## src/mdu_defs.vh

```
`ifndef MDU_DEFS_VH
`define MDU_DEFS_VH

// ****************************************
// Register addresses
// ****************************************
`define MDU_ADDR_W 20
`define MDU_CTL_ADDR 20'h000E8
`define MDU_A_LO_ADDR 20'hFFFF0
`define MDU_A_HI_ADDR 20'hFFFF2
`define MDU_B_LO_ADDR 20'hFFFF4
`define MDU_B_HI_ADDR 20'hFFFF6
`define MDU_C_LO_ADDR 20'hF00E0
`define MDU_C_HI_ADDR 20'hF00E2

// ****************************************
// Control register fields
// ****************************************
`define MDU_CTL_DIV_BIT 7
`define MDU_CTL_ACC_BIT 6
`define MDU_CTL_SGN_BIT 3
`define MDU_CTL_OVF_BIT 2
`define MDU_CTL_SIGNF_BIT 1
`define MDU_CTL_BUSY_BIT 0

// ****************************************
// Reset values
// ****************************************
`define MDU_CTL_RST 8'h00
`define MDU_DATA_RST 16'h0000

// ****************************************
// Timing
// ****************************************
`define MDU_DIV_CLOCKS 16
`define MDU_DIV_LAST 4'hF

`endif

```

## src/mul_div_mac_unit.v

```verilog
`timescale 1ns/1ns
`include "mdu_defs.vh"

// Summary of operation
// - 8-bit control register, cleared to zero by reset.
// - Control register writable as whole byte or as single bit.
// - Bits 7,6,3 select unsigned/signed multiply or multiply-accumulate.
// - Bit 7 set, bit 3 clear: unsigned divide; interrupt only if bit 6 clear.
// - Unsigned accumulate overflows when sum leaves the 32-bit unsigned range.
// - Signed accumulate overflows when like-signed addends give opposite sign.
// - Sign flag shows accumulator sign bit in signed multiply-accumulate mode, zero otherwise.
// - Sign and overflow flag bits ignore software writes to the control register.
// - Start bit settable only in divide mode; starts division, reads one while busy.
// - Hardware clears the start bit when the division finishes.
// - Software cannot clear the start bit during a division.
// - Multiply starts by itself once both operand halves are written.
// - Product lands in the B registers one clock after the operands.
// - Multiply-accumulate starts on the write of the A high half.
// - Product in B after one clock, added into C one clock later.
// - Accumulate overflow sets the overflow flag and raises the interrupt.
// - Signed multiply-accumulate mode: C high write copies its bit 15 into sign flag; final positive value clears it.
// - A division completes within sixteen clocks of its start.
// - Dividend comes from the A registers, the quotient returns there.
// - C holds the accumulator, and the remainder after a division.
module mul_div_mac_unit (
   input wire clk_sys_i,
   input wire rstn_i,
   input wire [`MDU_ADDR_W-1:0] addr_i,
   input wire [15:0] wdata_i,
   input wire wr_i,
   input wire bit_wr_i,
   input wire [2:0] bit_sel_i,
   input wire rd_i,
   output wire [15:0] rdata_o,
   output wire muldiv_done_irq_o
);

   // ****************************************
   // State
   // ****************************************
   reg div_sel_ff;
   reg acc_sel_ff;
   reg sgn_sel_ff;
   reg ovf_ff;
   reg sign_ff;
   reg busy_ff;
   reg [15:0] a_lo_ff;
   reg [15:0] a_hi_ff;
   reg [15:0] b_lo_ff;
   reg [15:0] b_hi_ff;
   reg [15:0] c_lo_ff;
   reg [15:0] c_hi_ff;
   reg a_lo_seen_ff;
   reg a_hi_seen_ff;
   reg mul_go_ff;
   reg mac1_ff;
   reg mac2_ff;
   reg irq_ff;
   reg [15:0] rdata_ff;

   // ****************************************
   // Address decode
   // ****************************************
   wire wr_ctl = wr_i && (addr_i == `MDU_CTL_ADDR);
   wire wr_wide = wr_i && !bit_wr_i;
   wire wr_alo = wr_wide && (addr_i == `MDU_A_LO_ADDR);
   wire wr_ahi = wr_wide && (addr_i == `MDU_A_HI_ADDR);
   wire wr_blo = wr_wide && (addr_i == `MDU_B_LO_ADDR);
   wire wr_bhi = wr_wide && (addr_i == `MDU_B_HI_ADDR);
   wire wr_clo = wr_wide && (addr_i == `MDU_C_LO_ADDR);
   wire wr_chi = wr_wide && (addr_i == `MDU_C_HI_ADDR);

   // ****************************************
   // Control register view and write merge
   // ****************************************
   wire signed_mac = acc_sel_ff && sgn_sel_ff && !div_sel_ff;
   wire [7:0] ctl_view = {div_sel_ff, acc_sel_ff, 2'b00, sgn_sel_ff, ovf_ff,
      sign_ff && signed_mac, busy_ff};
   reg [7:0] wval;

   always @* begin
      if (bit_wr_i) begin
         wval = ctl_view;
         wval[bit_sel_i] = wdata_i[0];
      end else begin
         wval = wdata_i[7:0];
      end
   end

   // ****************************************
   // Mode decode
   // ****************************************
   wire mode_mul = !div_sel_ff && !acc_sel_ff;
   wire mode_mac = !div_sel_ff && acc_sel_ff;
   wire div_start = wr_ctl && wval[`MDU_CTL_BUSY_BIT] && wval[`MDU_CTL_DIV_BIT]
      && !wval[`MDU_CTL_SGN_BIT] && !busy_ff;

   // Multiply waits until both halves have been seen at least once
   wire nxt_lo_seen = a_lo_seen_ff || wr_alo;
   wire nxt_hi_seen = a_hi_seen_ff || wr_ahi;
   wire mul_trig = mode_mul && (wr_alo || wr_ahi) && nxt_lo_seen && nxt_hi_seen;
   wire mac_trig = mode_mac && wr_ahi;

   // ****************************************
   // Arithmetic
   // ****************************************
   wire [31:0] prod_u = a_hi_ff * a_lo_ff;
   wire signed [31:0] prod_s = $signed(a_hi_ff) * $signed(a_lo_ff);
   wire [31:0] prod = sgn_sel_ff ? prod_s : prod_u;
   wire [31:0] acc_old = {c_hi_ff, c_lo_ff};
   wire [31:0] addend = {b_hi_ff, b_lo_ff};
   wire [32:0] sum = {1'b0, acc_old} + {1'b0, addend};
   wire ovf_u = sum[32];
   wire ovf_s = (acc_old[31] == addend[31]) && (sum[31] != acc_old[31]);
   wire acc_ovf = sgn_sel_ff ? ovf_s : ovf_u;

   // ****************************************
   // Divider
   // ****************************************
   wire [31:0] quo;
   wire [31:0] rem;
   wire div_done;

   mdu_divider u_div (
      .clk_sys_i(clk_sys_i),
      .rstn_i(rstn_i),
      .start_i(div_start),
      .dividend_i({a_hi_ff, a_lo_ff}),
      .divisor_i({b_hi_ff, b_lo_ff}),
      .quotient_o(quo),
      .remainder_o(rem),
      .done_o(div_done)
   );

   // ****************************************
   // Control register
   // ****************************************
   always @(posedge clk_sys_i or negedge rstn_i) begin
      if (!rstn_i) begin
         div_sel_ff <= 1'b0;
         acc_sel_ff <= 1'b0;
         sgn_sel_ff <= 1'b0;
         busy_ff <= 1'b0;
      end else begin
         if (wr_ctl) begin
            div_sel_ff <= wval[`MDU_CTL_DIV_BIT];
            acc_sel_ff <= wval[`MDU_CTL_ACC_BIT];
            sgn_sel_ff <= wval[`MDU_CTL_SGN_BIT];
         end
         // Software clear of the busy bit has no path here
         if (div_done) begin
            busy_ff <= 1'b0;
         end else if (div_start) begin
            busy_ff <= 1'b1;
         end
      end
   end

   // Flags ignore control writes; sign flag also loads from C high writes in signed MAC mode
   always @(posedge clk_sys_i or negedge rstn_i) begin
      if (!rstn_i) begin
         ovf_ff <= 1'b0;
         sign_ff <= 1'b0;
      end else begin
         if (mac2_ff) begin
            ovf_ff <= acc_ovf;
            sign_ff <= sgn_sel_ff && sum[31];
         end else if (wr_chi && signed_mac) begin
            sign_ff <= wdata_i[15];
         end
      end
   end

   // ****************************************
   // Operation sequencing
   // ****************************************
   always @(posedge clk_sys_i or negedge rstn_i) begin
      if (!rstn_i) begin
         a_lo_seen_ff <= 1'b0;
         a_hi_seen_ff <= 1'b0;
         mul_go_ff <= 1'b0;
         mac1_ff <= 1'b0;
         mac2_ff <= 1'b0;
      end else begin
         a_lo_seen_ff <= nxt_lo_seen;
         a_hi_seen_ff <= nxt_hi_seen;
         mul_go_ff <= mul_trig || mac_trig;
         mac1_ff <= mac_trig;
         mac2_ff <= mac1_ff;
      end
   end

   // ****************************************
   // Data registers
   // ****************************************
   // Hardware results win over software writes landing in the same clock
   always @(posedge clk_sys_i or negedge rstn_i) begin
      if (!rstn_i) begin
         a_lo_ff <= `MDU_DATA_RST;
         a_hi_ff <= `MDU_DATA_RST;
      end else if (div_done) begin
         a_hi_ff <= quo[31:16];
         a_lo_ff <= quo[15:0];
      end else begin
         if (wr_alo) begin
            a_lo_ff <= wdata_i;
         end
         if (wr_ahi) begin
            a_hi_ff <= wdata_i;
         end
      end
   end

   always @(posedge clk_sys_i or negedge rstn_i) begin
      if (!rstn_i) begin
         b_lo_ff <= `MDU_DATA_RST;
         b_hi_ff <= `MDU_DATA_RST;
      end else if (mul_go_ff) begin
         b_hi_ff <= prod[31:16];
         b_lo_ff <= prod[15:0];
      end else begin
         if (wr_blo) begin
            b_lo_ff <= wdata_i;
         end
         if (wr_bhi) begin
            b_hi_ff <= wdata_i;
         end
      end
   end

   always @(posedge clk_sys_i or negedge rstn_i) begin
      if (!rstn_i) begin
         c_lo_ff <= `MDU_DATA_RST;
         c_hi_ff <= `MDU_DATA_RST;
      end else if (div_done) begin
         c_hi_ff <= rem[31:16];
         c_lo_ff <= rem[15:0];
      end else if (mac2_ff) begin
         // Wraps modulo 2^32; overflow is reported through the flag
         c_hi_ff <= sum[31:16];
         c_lo_ff <= sum[15:0];
      end else begin
         if (wr_clo) begin
            c_lo_ff <= wdata_i;
         end
         if (wr_chi) begin
            c_hi_ff <= wdata_i;
         end
      end
   end

   // ****************************************
   // Completion interrupt
   // ****************************************
   always @(posedge clk_sys_i or negedge rstn_i) begin
      if (!rstn_i) begin
         irq_ff <= 1'b0;
      end else begin
         irq_ff <= (mac2_ff && acc_ovf)
            || (div_done && !acc_sel_ff);
      end
   end

   // ****************************************
   // Read port
   // ****************************************
   always @(posedge clk_sys_i or negedge rstn_i) begin
      if (!rstn_i) begin
         rdata_ff <= 16'h0000;
      end else if (rd_i) begin
         case (addr_i)
            `MDU_CTL_ADDR: begin
               rdata_ff <= {8'h00, ctl_view};
            end
            `MDU_A_LO_ADDR: begin
               rdata_ff <= a_lo_ff;
            end
            `MDU_A_HI_ADDR: begin
               rdata_ff <= a_hi_ff;
            end
            `MDU_B_LO_ADDR: begin
               rdata_ff <= b_lo_ff;
            end
            `MDU_B_HI_ADDR: begin
               rdata_ff <= b_hi_ff;
            end
            `MDU_C_LO_ADDR: begin
               rdata_ff <= c_lo_ff;
            end
            `MDU_C_HI_ADDR: begin
               rdata_ff <= c_hi_ff;
            end
            default: begin
               rdata_ff <= 16'h0000;
            end
         endcase
      end else begin
         rdata_ff <= 16'h0000;
      end
   end

   assign rdata_o = rdata_ff;
   assign muldiv_done_irq_o = irq_ff;

endmodule

```

## src/mdu_divider.v

```verilog
`timescale 1ns/1ns
`include "mdu_defs.vh"

// Unsigned 32/32 restoring divider, two quotient bits per clock
module mdu_divider (
   input wire clk_sys_i,
   input wire rstn_i,
   input wire start_i,
   input wire [31:0] dividend_i,
   input wire [31:0] divisor_i,
   output wire [31:0] quotient_o,
   output wire [31:0] remainder_o,
   output wire done_o
);

   reg [63:0] work_ff;
   reg [31:0] dvs_ff;
   reg [3:0] cnt_ff;
   reg run_ff;
   reg done_ff;

   // ****************************************
   // One restoring step on {remainder, quotient}
   // ****************************************
   function [63:0] div_step;
      input [63:0] rq;
      input [31:0] d;
      reg [32:0] r;
      begin
         r = {rq[63:31]};
         if (r >= {1'b0, d}) begin
            r = r - {1'b0, d};
            div_step = {r[31:0], rq[30:0], 1'b1};
         end else begin
            div_step = {r[31:0], rq[30:0], 1'b0};
         end
      end
   endfunction

   // Zero divisor gives all-ones quotient; caller must not rely on it
   always @(posedge clk_sys_i or negedge rstn_i) begin
      if (!rstn_i) begin
         work_ff <= 64'h0000000000000000;
         dvs_ff <= 32'h00000000;
         cnt_ff <= 4'h0;
         run_ff <= 1'b0;
         done_ff <= 1'b0;
      end else begin
         done_ff <= 1'b0;
         if (start_i) begin
            // First pair of steps happens on the load edge
            dvs_ff <= divisor_i;
            work_ff <= div_step(div_step({32'h00000000, dividend_i}, divisor_i), divisor_i);
            cnt_ff <= 4'h1;
            run_ff <= 1'b1;
         end else if (run_ff) begin
            work_ff <= div_step(div_step(work_ff, dvs_ff), dvs_ff);
            cnt_ff <= cnt_ff + 4'h1;
            if (cnt_ff == `MDU_DIV_LAST) begin
               run_ff <= 1'b0;
               done_ff <= 1'b1;
            end
         end
      end
   end

   assign quotient_o = work_ff[31:0];
   assign remainder_o = work_ff[63:32];
   assign done_o = done_ff;

endmodule

```

## config.mk

```make
export PLATFORM = sky130hd
export DESIGN_NAME = mul_div_mac_unit
export DESIGN_NICKNAME = d
export VERILOG_FILES = /design/src/mul_div_mac_unit.v /design/src/mdu_divider.v
export VERILOG_INCLUDE_DIRS = /design/src
export SDC_FILE = /design/constraint.sdc
export NUM_CORES = 2
export LEC_CHECK = 0
export BUFFER_PORTS_ARGS = -buffer_cell sky130_fd_sc_hd__buf_2
export CORE_AREA = 2 2 237 239
export DETAILED_ROUTE_END_ITERATION = 16
export DIE_AREA = 0 0 239 241
export GPL_ROUTABILITY_DRIVEN = 0
export MAX_ROUTING_LAYER = met4
export PLACE_DENSITY_LB_ADDON = 0.25
export SLEW_MARGIN = 5
export SYNTH_ARGS = -nofsm -noshare
export SYNTH_HDL_FRONTEND = slang
export SYNTH_SLANG_ARGS = --single-unit
```

## constraint.sdc

```tcl
create_clock -name clk_sys_i -period 16.2 [get_ports clk_sys_i]
set_input_delay 0.81 -clock clk_sys_i [delete_from_list [all_inputs] [get_ports clk_sys_i]]
set_output_delay 0.81 -clock clk_sys_i [all_outputs]
set_load 0.01 [all_outputs]
```

After elaboration in Yosys (flattened, before gate mapping)
Index checks and enable logic that the tools add are counted.

operators by class
  $add $sub $neg = 6
  multipliers = 2
  divide/modulo/power cells = 0
  magnitude comparators = 6
  equality and inequality tests = 10
  shift operators = 0
  muxes and demuxes = 43
  bitwise gates (word level) = 0
  reductions and logical operators = 46

operators with widths
  kind                  number
  $mux 64               9
  $mux 16               15
  $eq 20x20->1 const B  6
  $pmux 16 s7           1
  $ge 33x32->1          3
  $sub 32x32->32        3
  $mul 16x16->32        2
  $add 32x32->33        1
  $ge 1x32->1           1
  $mux 32               1
  $sub 1x32->32         1
  $logic_and 1x1->1     27
  $eq 20x8->1 const B   1
  $reduce_bool 2->1     7
  $mux 1                12
  $bwmux 8              1
  $mux 4                2
  $mux 8                1
  $reduce_bool 3->1     2
  $logic_not 1->1       5
  $logic_or 1x1->1      5
  $add 4x1->4 const B   1
  $eq 4x4->1 const B    1
  $lt 3x4->1 const B    1
  other kinds (4)       4

storage, ports and cells
  bits in registers = 226
  bits in latches = 0
  RAM bits = 0
  memory bits (read-only) = 0
  input bits = 44
  memories = 0

Logic depth before layout (Yosys ltp)
  depth in word-level cells = 15
  mapped depth = 28
  depth with buffers taken out = 26

Hierarchy
A second synthesis with hierarchy kept.

unflattened totals
  cells, all modules = 3869
  area, all modules = 33130.5 µm²

by module, submodules not included
  module            times used  cells each  area an instance (µm²)
  mul_div_mac_unit  1           2541        22760.6
  mdu_divider       1           1328        10369.9

Least setup slack after synthesis
OpenSTA, ideal clock, no wires.

  kind = register to register
  start = register a_lo_ff[6]
  end = register b_hi_ff[12]
  arrival = 6.360 ns
  data required time = 16.122 ns
  setup slack = 9.762 ns
  cell stages (with the launch flop) = 26
  buffers on the path = 2
  clock period less this slack = 6.438 ns
  cells stage by stage = dfrtp_1 > clkbuf_1 > clkbuf_1 > and2_1 > fa_1 > inv_1 > fa_1 > inv_1 > fa_1 > fa_1 > fa_1 > inv_1 > fa_1 > inv_1 > ha_1 > a21o_1 > a21o_1 > a2111o_1 > a211o_1 > nand2_1 > o31a_1 > o21ai_0 > a21oi_1 > xnor2_1 > mux2i_1 > a21oi_1

on the way
  cells in the longest elaborated chain, start to end = 3
  elaborated cells between the ends (all ways) = 4
  classes of those cells = 2 x mul; 2 x mux

ends and longest elaborated chain
  what                               line                                            RTL
  start: declaration                 mul_div_mac_unit.v:47                           reg [15:0] a_lo_ff;
  start signal: assignment           mul_div_mac_unit.v:199                          a_lo_ff <= `MDU_DATA_RST;
  start signal: assignment           mul_div_mac_unit.v:203                          a_lo_ff <= quo[15:0];
  start signal: assignment           mul_div_mac_unit.v:206                          a_lo_ff <= wdata_i;
  $mul 16x16->32 (on tied branches)  mul_div_mac_unit.v:107, mul_div_mac_unit.v:108
  $mux 32 *                          mul_div_mac_unit.v:109                          wire [31:0] prod = sgn_sel_ff ? prod_s : prod_u;
  $mux 16 *                          mul_div_mac_unit.v:218                          end else if (mul_go_ff) begin
  end signal: assignment             mul_div_mac_unit.v:217                          b_hi_ff <= `MDU_DATA_RST;
  end signal: assignment             mul_div_mac_unit.v:219                          b_hi_ff <= prod[31:16];
  end signal: assignment             mul_div_mac_unit.v:226                          b_hi_ff <= wdata_i;
  end: declaration                   mul_div_mac_unit.v:50                           reg [15:0] b_hi_ff;

Mark *: on every way between the ends. The rest lies on a longest branch, timed or not.
A chain may end at the register's enable or synchronous reset.

Final worst setup path
  start = register a_hi_ff[9]
  end = register b_hi_ff[13]

on the way
  cells in the longest elaborated chain, start to end = 3
  elaborated cells between the ends (all ways) = 4
  classes of those cells = 2 x mul; 2 x mux

ends and longest elaborated chain
  what                               line                                            RTL
  start: declaration                 mul_div_mac_unit.v:48                           reg [15:0] a_hi_ff;
  start signal: assignment           mul_div_mac_unit.v:200                          a_hi_ff <= `MDU_DATA_RST;
  start signal: assignment           mul_div_mac_unit.v:202                          a_hi_ff <= quo[31:16];
  start signal: assignment           mul_div_mac_unit.v:209                          a_hi_ff <= wdata_i;
  $mul 16x16->32 (on tied branches)  mul_div_mac_unit.v:107, mul_div_mac_unit.v:108
  $mux 32 *                          mul_div_mac_unit.v:109
  $mux 16 *                          mul_div_mac_unit.v:218

Marks and branches as above.

==> flow_summary.ini <==
[yosys]
netlist_area_um2 = 32700
synth-compound-area-share = 0.182
yosys.area.top_type = fa_1
synth_top_area_frac = 0.226
yosysSeqAreaShare = 0.173
synth_cells = 3855
yosys-mux-area-fraction = 0.0342
yosys.area_share.simple = 0.145
synth_top_family_by_area = adder cells
synth_area_leaders = fa_1 (23%), dfrtp_1 (17%), ha_1 (11%)
ys_top_cells_by_count = inv_1 (580), nand2_1 (433), fa_1 (370), ha_1 (283), o21ai_0 (270)
ys_warn_count = 0
synth-edff-count = 0
synth_fa_ha_area_frac = 0.334
synth_cell_types = 83
synth_ff_type = dfrtp_1
synth_nets = 4552
yosysMostFrequentCell = inv_1
synth.avg_cell_area_um2 = 8.49
synth_xor_area_frac = 0.0436
ys_ff_latch = 226
synthArstFlopShare = 1.00

[die]
io_pins = 61
core-area_um2 = 54900
num_rows = 86
die_w_um = 239
die_h_um = 241
die_area_um2 = 57600
start_util = 0.597

[placement]
port_buffers = 60
dpl.hpwl_um = 76400
place_ws_ns = 9.17

[clock_tree]
root_buffer = clkbuf_16
cts-hold-fix-buffers = 0
clkSinkCount = 226
post_cts_buffers = 0
htree_levels = 1
clkLatencyLatePin_ns = 0.57
cts_resized = 0
clk_path_buf_depth = 3
path_clk_slew_ns = 0.06
cts_buffers = 26
cts_tree = built

[detailed_routing]
wl_per_cell_um = 21.7
via_per_inst = 6.25
drt_wl_total_um = 99000
dr.pass1.iters = 6
route.detailed.drc = 0
drt-initial-drc-count = 3005
vias = 28400
ant_nets = 0

[pwr]
pwr-share-clk = 0.503
finalPower_uw = 1220
pwr-share-seq = 0.463
swShare = 0.243
p_leak_uw = 0.0173
ir_drop_uv = 64.8
p_int_uw = 924
switchingPower_uw = 296
combPwrFrac = 0.035
power_density_nw_per_um2 = 35.3

[worst_setup_path]
crit_type = reg2reg
crit_path_start = a_hi_ff[9]$_DFFE_PN0P_
r2r_end = b_hi_ff[13]$_DFFE_PN0P_
critPathArrivalTime_ns = 7.62
r2r-start = a_hi_ff[9]$_DFFE_PN0P_
crit_required_ns = 16.67
reg2reg_slack_ns = 9.05
cp-endpoint = b_hi_ff[13]$_DFFE_PN0P_
cp-start-kind = flip-flop
worstRegToRegCells = 18
cp_max_fo = 20
critPathCaptureType = flip-flop

[layout]
largestRegisters = u_div.work_ff x64, u_div.dvs_ff x32
largest_register_ff_count = 64
regMostFlops = u_div.work_ff
fin_nets = 4517
synthToLayoutAreaGrowth_pct = 5.43
drive_gt1_frac = 0.0495

[grt]
grt_overflow_total = 0
grt_max_degree = 90
grt.total_usage = 0.361
antenna_found_initial = 5
grt_pass1_vias = 27900
grt_pass1_wl_um = 157000

[sta]
fin_crit_sh = 0.442
setup_violations = 0
timing.final.ws_setup_ns = 9.05
fin_crit_ns = 7.15
fmax_mhz = 140
holdWs_ns = 0.243
relSlewSlack = 0.216
clock-skew-final_ns = 0.0126
worst_pin_slew_ns = 1.16
rsz0062_at_grt = false
finalHoldViolations = 0
fin_tns_setup_ns = 0
slew_violations = 0

[run]
max_cap_viol_count = 0

[hold_path]
hp-class = in2async

[status]
run_status = completed
==> layer usage <==
metal / vias to the layer above / part of all wire / GRT usage
met5: - / 0 / -
met4: 0 / 0.047 / 0.139
met3: 323 / 0.10 / 0.0639
met2: 1522 / 0.43 / 0.547
met1: 13700 / 0.41 / 0.485
li1: 12900 / - / -
==> area by class of cell <==
class | count | area, µm²
repair buffers | 108 | 671
clock buffers | 32 | 713
clock inverters | 16 | 175
multi-input cells | 2874 | 24200
fillers | 4729 | 20400
flip-flops and latches | 226 | 5660
inverters | 584 | 2190
diodes | 6 | 15.0
well taps | 704 | 881
==> layout by cell type (no fill, tap or decap), drive strengths merged, types with 20 or more instances in the layout <==
master	instances
inv	580
clkbuf	32
o21ai	291
nand2b	27
buf	108
nand3	41
nor3	44
and2	140
a211oi	39
o211ai	41
o31ai	26
a22oi	53
xor2	53
a21oi	202
o22ai	20
and3	27
a31oi	50
nor2b	26
fa	370
nor2	170
ha	283
xnor2	110
nand2	433
mux2i	104
nand4	26
dfrtp	226
a21o	75
o21a	26
o21bai	21
==> worst max-delay path, cell delays in order, from the launching register on <==
cell and delay [ns]:
dfrtp_1 1.00, nand2_1 0.21, fa_1 0.55, fa_1 0.55, inv_1 0.05, fa_1 0.48, fa_1 0.59, fa_1 0.44
fa_1 0.45, ha_1 0.26, nor4_1 0.25, o21ai_0 0.21, a21oi_1 0.36, o21ai_0 0.39, a31o_2 0.38, a41oi_1 0.33
a21oi_1 0.18, xnor2_1 0.16, a221oi_1 0.23
==> worst min-delay path by stage <==
| stage | cells past startpoint | end |
|---|---|---|
| floorplan | 0 | mac2_ff$_DFF_PN0_ |
| global placement | 0 | mac2_ff$_DFF_PN0_ |
| detailed placement | 0 | mac2_ff$_DFF_PN0_ |
| CTS | 1 | u_div.dvs_ff[6]$_DFFE_PN0P_ |
| global route | 1 | u_div.dvs_ff[6]$_DFFE_PN0P_ |
| finish | 1 | u_div.dvs_ff[6]$_DFFE_PN0P_ |
==> cells by family (layout without fill, tap and decap cells) <==
| kind of cell | count (synthesis) | after routing |
|---|---|---|
| flip-flops | 226 | 226 |
| AND/OR/NAND/NOR | 1003 | 1003 |
| adder cells (fa/ha/maj) | 653 | 653 |
| other | 0 | 6 |
| buffers and inverters | 755 | 740 |
| XOR/XNOR | 163 | 163 |
| multiplexers | 111 | 111 |
| AO/OA/AOI/OAI | 944 | 944 |
==> metrics by stage <==
| stage | cell area [µm²] | utilization | std cells |
|---|---|---|---|
| after floorplan | 32700 | - | 3855 |
| after global placement | 33600 | 0.613 | 4496 |
| after detailed placement | 33600 | 0.613 | 4496 |
| after CTS | 34500 | 0.629 | 4544 |
| after global routing | 34500 | 0.629 | 4549 |
| final | 34500 | 0.629 | 4550 |
==> power by group through the flow <==
stage / Sequential (µW) / Clock (µW) / Combinational (µW)
2_1_floorplan: 575 / 0 / 12.0
3_3_place_gp: 575 / 0 / 41.1
3_5_place_dp: 575 / 0 / 41.2
4_1_cts: 564 / 609 / 41.4
5_1_grt: 564 / 633 / 45.4
6_report: 564 / 613 / 42.5
Power figures use the tool's default switching activity.
